==> src/adc_fifo_pkg.sv <==
// Constants shared by the conversion-result FIFO readout
package adc_fifo_pkg;
  // Register offsets (byte addresses on the plain register port)
  localparam logic [7:0] OFS_RESULT_POP = 8'h16;
  localparam logic [7:0] OFS_STATUS = 8'h20;
  localparam logic [7:0] OFS_CONTROL = 8'h24;
  localparam logic [7:0] OFS_IRQ_STATUS = 8'h28;
  localparam logic [7:0] OFS_IRQ_MASK = 8'h2c;
  // Status register fields
  localparam int STAT_PRESENT_N_BIT = 0;
  localparam int STAT_HALF_N_BIT = 1;
  // Control register fields
  localparam int CTRL_POLARITY_BIT = 0;
  // Interrupt status fields
  localparam int IRQ_PUSH_BIT = 0;
  localparam int IRQ_HALF_BIT = 1;
  localparam int IRQ_OVERFLOW_BIT = 2;
  localparam int IRQ_WIDTH = 3;
  // Reset values
  localparam logic [15:0] CONTROL_RESET = 16'h0000;
  localparam logic [IRQ_WIDTH-1:0] IRQ_MASK_RESET = 3'h0;
  // Widths and default depth
  localparam int RESULT_WIDTH = 12;
  localparam int REG_WIDTH = 16;
  localparam int FIFO_DEPTH_DEFAULT = 16;
endpackage : adc_fifo_pkg

==> src/adc_fifo_store.sv <==
// Storage array and pointers for conversion results
`timescale 1ns/1ps
`default_nettype none
module adc_fifo_store #(
  parameter int WIDTH = 12,
  parameter int DEPTH = 16,
  parameter int CW = $clog2(DEPTH + 1)
) (
  // Clock and reset
  input wire logic clk,
  input wire logic rst_n,
  // Push side
  input wire logic push,
  input wire logic [WIDTH-1:0] push_data,
  // Pop side
  input wire logic pop,
  output logic [WIDTH-1:0] head_data,
  // Occupancy
  output logic [CW-1:0] count,
  output logic full,
  output logic empty
);
  localparam int AW = (DEPTH > 1) ? $clog2(DEPTH) : 1;
  logic [WIDTH-1:0] mem [DEPTH];
  logic [AW-1:0] wr_ptr_q;
  logic [AW-1:0] rd_ptr_q;
  logic [CW-1:0] count_q;
  logic do_push;
  logic do_pop;

  // Full drops pushes, empty ignores pops
  assign do_push = push && (count_q != CW'(DEPTH));
  assign do_pop = pop && (count_q != '0);
  assign count = count_q;
  assign full = (count_q == CW'(DEPTH));
  assign empty = (count_q == '0);
  assign head_data = mem[rd_ptr_q];

  function automatic logic [AW-1:0] next_ptr(input logic [AW-1:0] p);
    next_ptr = (p == AW'(DEPTH - 1)) ? '0 : p + 1'b1;
  endfunction : next_ptr

  // Storage write
  always_ff @(posedge clk) begin
    if (do_push) begin
      mem[wr_ptr_q] <= push_data;
    end
  end

  // Pointers and occupancy
  always_ff @(posedge clk or negedge rst_n) begin
    if (!rst_n) begin
      wr_ptr_q <= '0;
      rd_ptr_q <= '0;
      count_q <= '0;
    end else begin
      if (do_push) begin
        wr_ptr_q <= next_ptr(wr_ptr_q);
      end
      if (do_pop) begin
        rd_ptr_q <= next_ptr(rd_ptr_q);
      end
      if (do_push && !do_pop) begin
        count_q <= count_q + 1'b1;
      end else if (do_pop && !do_push) begin
        count_q <= count_q - 1'b1;
      end
    end
  end
endmodule : adc_fifo_store
`default_nettype wire

==> src/adc_result_fifo_readout.sv <==
// Conversion-result FIFO with register readout and interrupt
`timescale 1ns/1ps
`default_nettype none
module adc_result_fifo_readout #(
  parameter int DEPTH = adc_fifo_pkg::FIFO_DEPTH_DEFAULT
) (
  // Clock and reset
  input wire logic CLK_SYS,
  input wire logic ARST_N,
  // Register port
  input wire logic [7:0] REG_ADDR,
  input wire logic [15:0] REG_WDATA,
  input wire logic REG_WR,
  input wire logic REG_RD,
  output logic [15:0] REG_RDATA,
  // Converter side, same clock
  input wire logic CONV_DONE,
  input wire logic [11:0] CONV_DATA,
  input wire logic DISCARD_RESULT_FLAG,
  // Interrupt and flags
  output logic IRQ,
  output logic RESULTS_PRESENT_N,
  output logic HALF_CAPACITY_N
);
  localparam int CW = $clog2(DEPTH + 1);
  localparam int W = adc_fifo_pkg::REG_WIDTH;
  localparam int IW = adc_fifo_pkg::IRQ_WIDTH;

  logic rst_meta_q;
  logic rst_sync_q;
  logic [W-1:0] control_q;
  logic [IW-1:0] irq_stat_q;
  logic [IW-1:0] irq_mask_q;
  logic [IW-1:0] irq_set;
  logic [W-1:0] rdata_q;
  logic irq_q;
  logic present_n_q;
  logic half_n_q;
  logic half_prev_q;
  logic push;
  logic pop;
  logic [11:0] head_data;
  logic [CW-1:0] count;
  logic full;
  logic empty;
  logic at_half;
  logic [W-1:0] fmt_result;
  logic [W-1:0] status_word;

  // Address match helper
  function automatic logic hit(input logic [7:0] a, input logic [7:0] ofs);
    hit = (a == ofs);
  endfunction : hit

  // Reset release through two flip-flops
  always_ff @(posedge CLK_SYS or negedge ARST_N) begin
    if (!ARST_N) begin
      rst_meta_q <= 1'b0;
      rst_sync_q <= 1'b0;
    end else begin
      rst_meta_q <= 1'b1;
      rst_sync_q <= rst_meta_q;
    end
  end

  // Push and pop requests
  assign push = CONV_DONE && !DISCARD_RESULT_FLAG;
  assign pop = REG_RD && hit(REG_ADDR, adc_fifo_pkg::OFS_RESULT_POP);

  // Result storage
  adc_fifo_store #(
    .WIDTH(adc_fifo_pkg::RESULT_WIDTH),
    .DEPTH(DEPTH),
    .CW(CW)
  ) u_store (
    .clk(CLK_SYS),
    .rst_n(rst_sync_q),
    .push(push),
    .push_data(CONV_DATA),
    .pop(pop),
    .head_data(head_data),
    .count(count),
    .full(full),
    .empty(empty)
  );

  // Half-capacity threshold
  assign at_half = (count >= CW'(DEPTH / 2));

  // Result formatting by polarity bit
  always_comb begin
    if (control_q[adc_fifo_pkg::CTRL_POLARITY_BIT]) begin
      fmt_result = {{5{~head_data[11]}}, head_data[10:0]};
    end else begin
      fmt_result = {4'h0, head_data};
    end
  end

  // Status word, present bit high when results are held, half bit low at half capacity
  always_comb begin
    status_word = '0;
    status_word[adc_fifo_pkg::STAT_PRESENT_N_BIT] = !empty;
    status_word[adc_fifo_pkg::STAT_HALF_N_BIT] = !at_half;
  end

  // Control register write
  always_ff @(posedge CLK_SYS or negedge rst_sync_q) begin
    if (!rst_sync_q) begin
      control_q <= adc_fifo_pkg::CONTROL_RESET;
    end else if (REG_WR && hit(REG_ADDR, adc_fifo_pkg::OFS_CONTROL)) begin
      control_q <= REG_WDATA;
    end
  end

  // Interrupt mask write
  always_ff @(posedge CLK_SYS or negedge rst_sync_q) begin
    if (!rst_sync_q) begin
      irq_mask_q <= adc_fifo_pkg::IRQ_MASK_RESET;
    end else if (REG_WR && hit(REG_ADDR, adc_fifo_pkg::OFS_IRQ_MASK)) begin
      irq_mask_q <= REG_WDATA[IW-1:0];
    end
  end

  // Interrupt events: push, half crossing, overflow drop
  always_comb begin
    irq_set = '0;
    irq_set[adc_fifo_pkg::IRQ_PUSH_BIT] = push && !full;
    irq_set[adc_fifo_pkg::IRQ_HALF_BIT] = at_half && !half_prev_q;
    irq_set[adc_fifo_pkg::IRQ_OVERFLOW_BIT] = push && full;
  end

  // Sticky status, write one to clear, set wins
  always_ff @(posedge CLK_SYS or negedge rst_sync_q) begin
    if (!rst_sync_q) begin
      irq_stat_q <= '0;
      half_prev_q <= 1'b0;
    end else begin
      half_prev_q <= at_half;
      if (REG_WR && hit(REG_ADDR, adc_fifo_pkg::OFS_IRQ_STATUS)) begin
        irq_stat_q <= (irq_stat_q & ~REG_WDATA[IW-1:0]) | irq_set;
      end else begin
        irq_stat_q <= irq_stat_q | irq_set;
      end
    end
  end

  // Registered outputs
  always_ff @(posedge CLK_SYS or negedge rst_sync_q) begin
    if (!rst_sync_q) begin
      irq_q <= 1'b0;
      present_n_q <= 1'b0;
      half_n_q <= 1'b1;
    end else begin
      irq_q <= |((irq_stat_q | irq_set) & irq_mask_q);
      present_n_q <= !empty;
      half_n_q <= !at_half;
    end
  end

  // Read data one cycle after the strobe; empty pop gives stale head
  always_ff @(posedge CLK_SYS or negedge rst_sync_q) begin
    if (!rst_sync_q) begin
      rdata_q <= '0;
    end else if (REG_RD) begin
      case (REG_ADDR)
        adc_fifo_pkg::OFS_RESULT_POP: rdata_q <= fmt_result;
        adc_fifo_pkg::OFS_STATUS: rdata_q <= status_word;
        adc_fifo_pkg::OFS_CONTROL: rdata_q <= control_q;
        adc_fifo_pkg::OFS_IRQ_STATUS: rdata_q <= {{(W-IW){1'b0}}, irq_stat_q};
        adc_fifo_pkg::OFS_IRQ_MASK: rdata_q <= {{(W-IW){1'b0}}, irq_mask_q};
        default: rdata_q <= '0;
      endcase
    end else begin
      rdata_q <= '0;
    end
  end

  assign REG_RDATA = rdata_q;
  assign IRQ = irq_q;
  assign RESULTS_PRESENT_N = present_n_q;
  assign HALF_CAPACITY_N = half_n_q;

  // Assertions
  // Push adds exactly one entry
  AST_PUSH_GROWS: assert property (@(posedge CLK_SYS) disable iff (!rst_sync_q)
    (push && !full && !pop) |=> (count == $past(count) + 1'b1))
    else $error("push did not grow occupancy");
  // Push and pop together keep the count
  AST_PUSH_POP_BOTH: assert property (@(posedge CLK_SYS) disable iff (!rst_sync_q)
    (push && pop && !full && !empty) |=> (count == $past(count)))
    else $error("push with pop changed occupancy");
  // Read pops one entry
  AST_POP_SHRINKS: assert property (@(posedge CLK_SYS) disable iff (!rst_sync_q)
    (pop && !empty && !push) |=> (count == $past(count) - 1'b1))
    else $error("read did not pop");
  // Reading an empty store moves nothing
  AST_EMPTY_POP_SAFE: assert property (@(posedge CLK_SYS) disable iff (!rst_sync_q)
    (pop && empty && !push) |=> (count == '0))
    else $error("empty read changed occupancy");
  // Ghost conversions leave the store alone
  AST_GHOST_NO_PUSH: assert property (@(posedge CLK_SYS) disable iff (!rst_sync_q)
    (CONV_DONE && DISCARD_RESULT_FLAG && !pop) |=> (count == $past(count)))
    else $error("ghost conversion was stored");
  // Full store flags and drops the new result
  AST_FULL_DROPS: assert property (@(posedge CLK_SYS) disable iff (!rst_sync_q)
    (full && push && !pop) |=> (full && irq_stat_q[adc_fifo_pkg::IRQ_OVERFLOW_BIT]))
    else $error("full fifo accepted data");
  // Dropped result leaves the count unchanged
  AST_OVERFLOW_KEEPS: assert property (@(posedge CLK_SYS) disable iff (!rst_sync_q)
    (full && push && !pop) |=> (count == $past(count)))
    else $error("overflow changed occupancy");
  // Occupancy never exceeds the depth
  AST_COUNT_BOUND: assert property (@(posedge CLK_SYS) disable iff (!rst_sync_q)
    (count <= CW'(DEPTH)))
    else $error("occupancy above depth");

  // Writes to the result register are ignored
  AST_RESULT_READ_ONLY: assert property (@(posedge CLK_SYS) disable iff (!rst_sync_q)
    (REG_WR && !REG_RD && (REG_ADDR == adc_fifo_pkg::OFS_RESULT_POP) && !push)
    |=> (count == $past(count)))
    else $error("write to result register changed occupancy");
  // Only the result offset pops
  AST_POP_DECODE: assert property (@(posedge CLK_SYS) disable iff (!rst_sync_q)
    (REG_RD && (REG_ADDR != adc_fifo_pkg::OFS_RESULT_POP) && !push)
    |=> (count == $past(count)))
    else $error("other read popped the store");
  // Oldest entry stays at the head until read
  AST_HEAD_STABLE: assert property (@(posedge CLK_SYS) disable iff (!rst_sync_q)
    (!pop && !empty) |=> $stable(head_data))
    else $error("head entry changed without a read");
  // First result into an empty store becomes the head
  AST_FIRST_PUSH_HEAD: assert property (@(posedge CLK_SYS) disable iff (!rst_sync_q)
    (push && empty) |=> (head_data == $past(CONV_DATA)))
    else $error("first result not at head");

  // Present flag follows occupancy
  AST_PRESENT_FLAG: assert property (@(posedge CLK_SYS) disable iff (!rst_sync_q)
    ##1 (RESULTS_PRESENT_N == ($past(count) != '0)))
    else $error("present flag wrong");
  // Status present bit follows occupancy
  AST_PRESENT_STATUS: assert property (@(posedge CLK_SYS) disable iff (!rst_sync_q)
    (REG_RD && (REG_ADDR == adc_fifo_pkg::OFS_STATUS))
    |=> (REG_RDATA[adc_fifo_pkg::STAT_PRESENT_N_BIT] == ($past(count) != '0)))
    else $error("status present bit wrong");
  // Half flag follows occupancy
  AST_HALF_FLAG: assert property (@(posedge CLK_SYS) disable iff (!rst_sync_q)
    ##1 (HALF_CAPACITY_N == ($past(count) < CW'(DEPTH / 2))))
    else $error("half flag wrong");
  // Status half bit follows occupancy
  AST_HALF_STATUS: assert property (@(posedge CLK_SYS) disable iff (!rst_sync_q)
    (REG_RD && (REG_ADDR == adc_fifo_pkg::OFS_STATUS))
    |=> (REG_RDATA[adc_fifo_pkg::STAT_HALF_N_BIT] == ($past(count) < CW'(DEPTH / 2))))
    else $error("status half bit wrong");

  // Straight binary image
  AST_UNIPOLAR_FMT: assert property (@(posedge CLK_SYS) disable iff (!rst_sync_q)
    (pop && !empty && !control_q[adc_fifo_pkg::CTRL_POLARITY_BIT])
    |=> (REG_RDATA == {4'h0, $past(head_data)}))
    else $error("straight binary format wrong");
  // Two's complement upper bits
  AST_BIPOLAR_FMT: assert property (@(posedge CLK_SYS) disable iff (!rst_sync_q)
    (pop && !empty && control_q[adc_fifo_pkg::CTRL_POLARITY_BIT])
    |=> (REG_RDATA[15:11] == {5{~$past(head_data[11])}}))
    else $error("two's complement format wrong");
  // Two's complement low bits pass through
  AST_BIPOLAR_LOW: assert property (@(posedge CLK_SYS) disable iff (!rst_sync_q)
    (pop && !empty && control_q[adc_fifo_pkg::CTRL_POLARITY_BIT])
    |=> (REG_RDATA[10:0] == $past(head_data[10:0])))
    else $error("two's complement low bits wrong");
  // Upper nibble chosen by the polarity bit
  AST_FORMAT_SELECT: assert property (@(posedge CLK_SYS) disable iff (!rst_sync_q)
    (pop && !empty)
    |=> (REG_RDATA[15:12] ==
      ($past(control_q[adc_fifo_pkg::CTRL_POLARITY_BIT]) ? {4{~$past(head_data[11])}} : 4'h0)))
    else $error("format selection wrong");
  // Control word changes only on a write
  AST_CONTROL_HOLD: assert property (@(posedge CLK_SYS) disable iff (!rst_sync_q)
    !(REG_WR && (REG_ADDR == adc_fifo_pkg::OFS_CONTROL)) |=> $stable(control_q))
    else $error("control word changed without a write");
  // Read data returns to zero when idle
  AST_RDATA_IDLE: assert property (@(posedge CLK_SYS) disable iff (!rst_sync_q)
    !REG_RD |=> (REG_RDATA == '0))
    else $error("read data not cleared");

  // Events always land in the sticky bits
  AST_EVENT_STICKS: assert property (@(posedge CLK_SYS) disable iff (!rst_sync_q)
    (irq_set != '0) |=> ((irq_stat_q & $past(irq_set)) == $past(irq_set)))
    else $error("event lost from status");
  // Sticky bits clear only by a status write
  AST_STATUS_HOLDS: assert property (@(posedge CLK_SYS) disable iff (!rst_sync_q)
    !(REG_WR && (REG_ADDR == adc_fifo_pkg::OFS_IRQ_STATUS))
    |=> ((irq_stat_q & $past(irq_stat_q)) == $past(irq_stat_q)))
    else $error("status bit cleared without a write");
  // Unmasked sticky bit raises the line
  AST_IRQ_RAISE: assert property (@(posedge CLK_SYS) disable iff (!rst_sync_q)
    ((irq_stat_q & irq_mask_q) != '0) |=> IRQ)
    else $error("interrupt line not raised");
  // Nothing unmasked keeps the line low
  AST_IRQ_QUIET: assert property (@(posedge CLK_SYS) disable iff (!rst_sync_q)
    (((irq_stat_q | irq_set) & irq_mask_q) == '0) |=> !IRQ)
    else $error("interrupt line raised without cause");
endmodule : adc_result_fifo_readout
`default_nettype wire

==> config.mk <==
export PLATFORM = sky130hd
export DESIGN_NAME = adc_result_fifo_readout
export DESIGN_NICKNAME = d
export VERILOG_FILES = /design/src/adc_fifo_pkg.sv /design/src/adc_fifo_store.sv /design/src/adc_result_fifo_readout.sv
export SDC_FILE = /design/constraint.sdc
export NUM_CORES = 1
export LEC_CHECK = 0
export ABC_AREA = 1
export BUFFER_PORTS_ARGS = -buffer_cell sky130_fd_sc_hd__buf_4
export CAP_MARGIN = 20
export CORE_MARGIN = 2
export CORE_UTILIZATION = 42
export DETAILED_ROUTE_END_ITERATION = 16
export GPL_ROUTABILITY_DRIVEN = 0
export SETUP_SLACK_MARGIN = 0.3
export SLEW_MARGIN = 10
export SYNTH_ARGS = -nofsm -noshare
export SYNTH_HDL_FRONTEND = slang
export SYNTH_SLANG_ARGS = --single-unit
==> constraint.sdc <==
create_clock -name CLK_SYS -period 2.09 [get_ports CLK_SYS]
set_clock_uncertainty 0.05 [all_clocks]
set_input_delay 0.209 -clock CLK_SYS [delete_from_list [all_inputs] [get_ports CLK_SYS]]
set_output_delay 0.209 -clock CLK_SYS [all_outputs]
set_load 0.1 [all_outputs]
==> metrics.cfg <==
[clock_network]
cts_tree=done
cts_sinks=249
cts_buffer_depth=3
path_clk_slew_ps=60
htreeDepth=1
clk_latency_ps=550
root_buffer=clkbuf_16
cts_buffers=27

[cells_and_area]
antenna_cells=0
syn_to_final_growth_pct=36.8
fin_nets=1203
drive_gt1_frac=0.331
fin_area_sq_um=14500

[drt]
post_drt_via_cell_ratio=5.06
ant_nets=0
wl_mm=27.8
dr.first_iter.drc_count=728
drc_errors=0
first_pass_iters=7
wl_per_cell_microns=18.5
vias=7588

[sta]
post-route-period-util=0.908
relSlewSlack=0.607
tns_ps=0
fin_crit_ps=1900
tightestPinTransition_ps=590
hold_violations=0
setup_viol=0
slew_violations=0
max_freq_ghz=0.527
whs_ps=20.0
rsz0062_at_grt=yes

[floorplan]
start_util=0.424
rows=58
ios=61
core_region_area_sq_um=25000
die_y_microns=163
dieArea_sq_um=26500
die_x_microns=163

[power]
leakage_uw=0.00589
finalPower_uw=13000
powerDensity_nw_per_um2=896
max-vdd-ir-drop_v=0.000666

[yosys]
synth-seq-cells=249
yosysTopAreaCellShare=0.545
synth_cell_types=36
async_flop_share=0.229
synthFlopType=edfxtp_1
synth_simple_gate_area_share=0.194
muxShareOfSynthArea=0.0153
syn_nets=1033
synth_seq_area_share=0.680
synth-edff-count=192
synth-adder-area-share=0.0149
synth_top_cell_by_area=edfxtp_1
synth-compound-area-share=0.0360
avgSynthCellArea_sq_um=10.8
synth_top_family_by_area=simple AND/OR/NAND/NOR gates
synthCells=979
syn_area_sq_um=10600
synthXorXnorAreaFrac=0.00662
synth.top_cells.by_area=edfxtp_1 (55%), dfrtp_1 (13%), nand2_1 (11%)
yosysWarnings=0

[grt]
grt_pass1_vias=7149
grt_overflow_total=0
grt_first_pass_wirelength_mm=39.8
grt_max_degree=34
grt_usage=0.198
antenna_found_initial=0

[setup_path]
setup.worst_path.end_class=register
path_class=register to register
startpoint=u_store.rd_ptr_q[0]
crit_fanout=6
crit_required_ps=2470
start_kind=register
r2r_start=u_store.rd_ptr_q[0]
arrival_ps=2270

[hold_path]
hp-class=primary input to register
holdCritStartpoint=DISCARD_RESULT_FLAG

[placement]
post-dp-hpwl_mm=15.5
dpl-instance-area_sq_um=11900
portBuffers=60

[flow_run]
maxCapViolCount=0

[outcome]
status=finished, final reports clean

synth_stat cells (2+ instances only):
library cell  number
ha_1              11
inv_2              5
mux2_4             4
o211ai_1           5
inv_1             80
edfxtp_1         192
nand2_1          319
buf_4              8
dfrtp_1           56
nand3_1          100
o21ai_0           34
nor2_1            68
xor2_1             5
buf_6              4
xnor2_1            3
o21ai_1            4
a21oi_1           23
clkbuf_1           6
buf_2             21
nand4_1            4
nor3_1             3
nor2_4             2
mux2_2             9
path summary, 6_finish.rpt:
check	end	slack, ps	depth (start not counted)
worst max-delay path	REG_RDATA[2]	190	13
worst min-delay path	irq_stat_q[2]	20	5
worst max register to register	REG_RDATA[2]	190	13
worst min register to register	control_q[1]	220	0
max in group asynchronous	REG_RDATA[7]	1180	1
min in group asynchronous	control_q[1]	220	0
cell families after synthesis:
logic type | after synthesis
AO/OA/AOI/OAI | 71
AND/OR/NAND/NOR | 500
flip-flops | 249
XOR/XNOR | 8
multiplexers | 13
adder cells (fa/ha/maj) | 12
other | 1
buffers and inverters | 125
cell type report:
cell class	count	area (sq um)
inverters	86	339
fillers	2050	10500
repair buffers	179	2090
flip-flops and latches	249	7200
clock inverters	15	194
clock buffers	35	716
multi-input cells	605	3510
repair inverters	1	3.75
well taps	330	413
power breakdown:
part / internal [uW] / switching, uW / leakage, uW / total (uW)
clock: 2920 / 1930 / 0.000437 / 4860
sequential: 5660 / 154 / 0.00247 / 5810
combinational: 972 / 1310 / 0.00298 / 2290
sequential cells by signal, summed over array words and instances (netlist names), 3 cells and up:
name              cells
u_store.mem         192
irq_stat_q            3
REG_RDATA            16
irq_mask_q            3
u_store.wr_ptr_q      4
u_store.count         5
u_store.rd_ptr_q      4
control_q            16
cell usage in the layout, fill, tap and decap left out, types with 13 or more instances in the layout:
| master | count |
|---|---|
| a21oi_2 | 17 |
| buf_12 | 25 |
| buf_4 | 93 |
| clkbuf_16 | 37 |
| dfrtp_1 | 53 |
| dlygate4sd3_1 | 31 |
| edfxtp_1 | 192 |
| inv_1 | 72 |
| nand2_1 | 247 |
| nand2_2 | 64 |
| nand3_1 | 69 |
| nand3_2 | 30 |
| nor2_1 | 38 |
| nor2_2 | 15 |
| nor2_4 | 17 |
| o21ai_0 | 21 |
| o21ai_1 | 13 |
worst max-delay path, cell delays in order, from the launching register on:
cell and delay (ps):
dfrtp_2 510, clkinv_4 140, buf_12 160, buf_8 130, clkbuf_16 160, buf_4 140, nand2_1 60, nand3_2 70
nand2_2 80, nor2_4 50, nand2_2 50, nand2_2 60, nand2_1 60, a21oi_1 60
metal layers:
layer	wire length [microns]	GRT usage	share of wire
met5	0	0	0
met4	757	0.0696	0.027
met3	1520	0.0311	0.055
met2	13600	0.322	0.49
met1	11800	0.271	0.43
stage by stage:
stage | util | cells | setup WS [ps]
final | 0.579 | 1500 | 193
after global placement | 0.476 | 1376 | 48.1
after CTS | 0.538 | 1474 | 200
after global routing | 0.579 | 1500 | 28.4
after detailed placement | 0.476 | 1376 | 49.1
after floorplan | - | 979 | 104
what timing repair did:
item	in CTS	in global routing
setup buffers	11	13
cloned	6	13
hold buffers	31	0
setup endpoints to repair	198	197
resized for setup	41	182
endpoints found under the hold margin	219	0
pin swaps	14	71
Note: power is estimated with default switching activity, not from simulation.
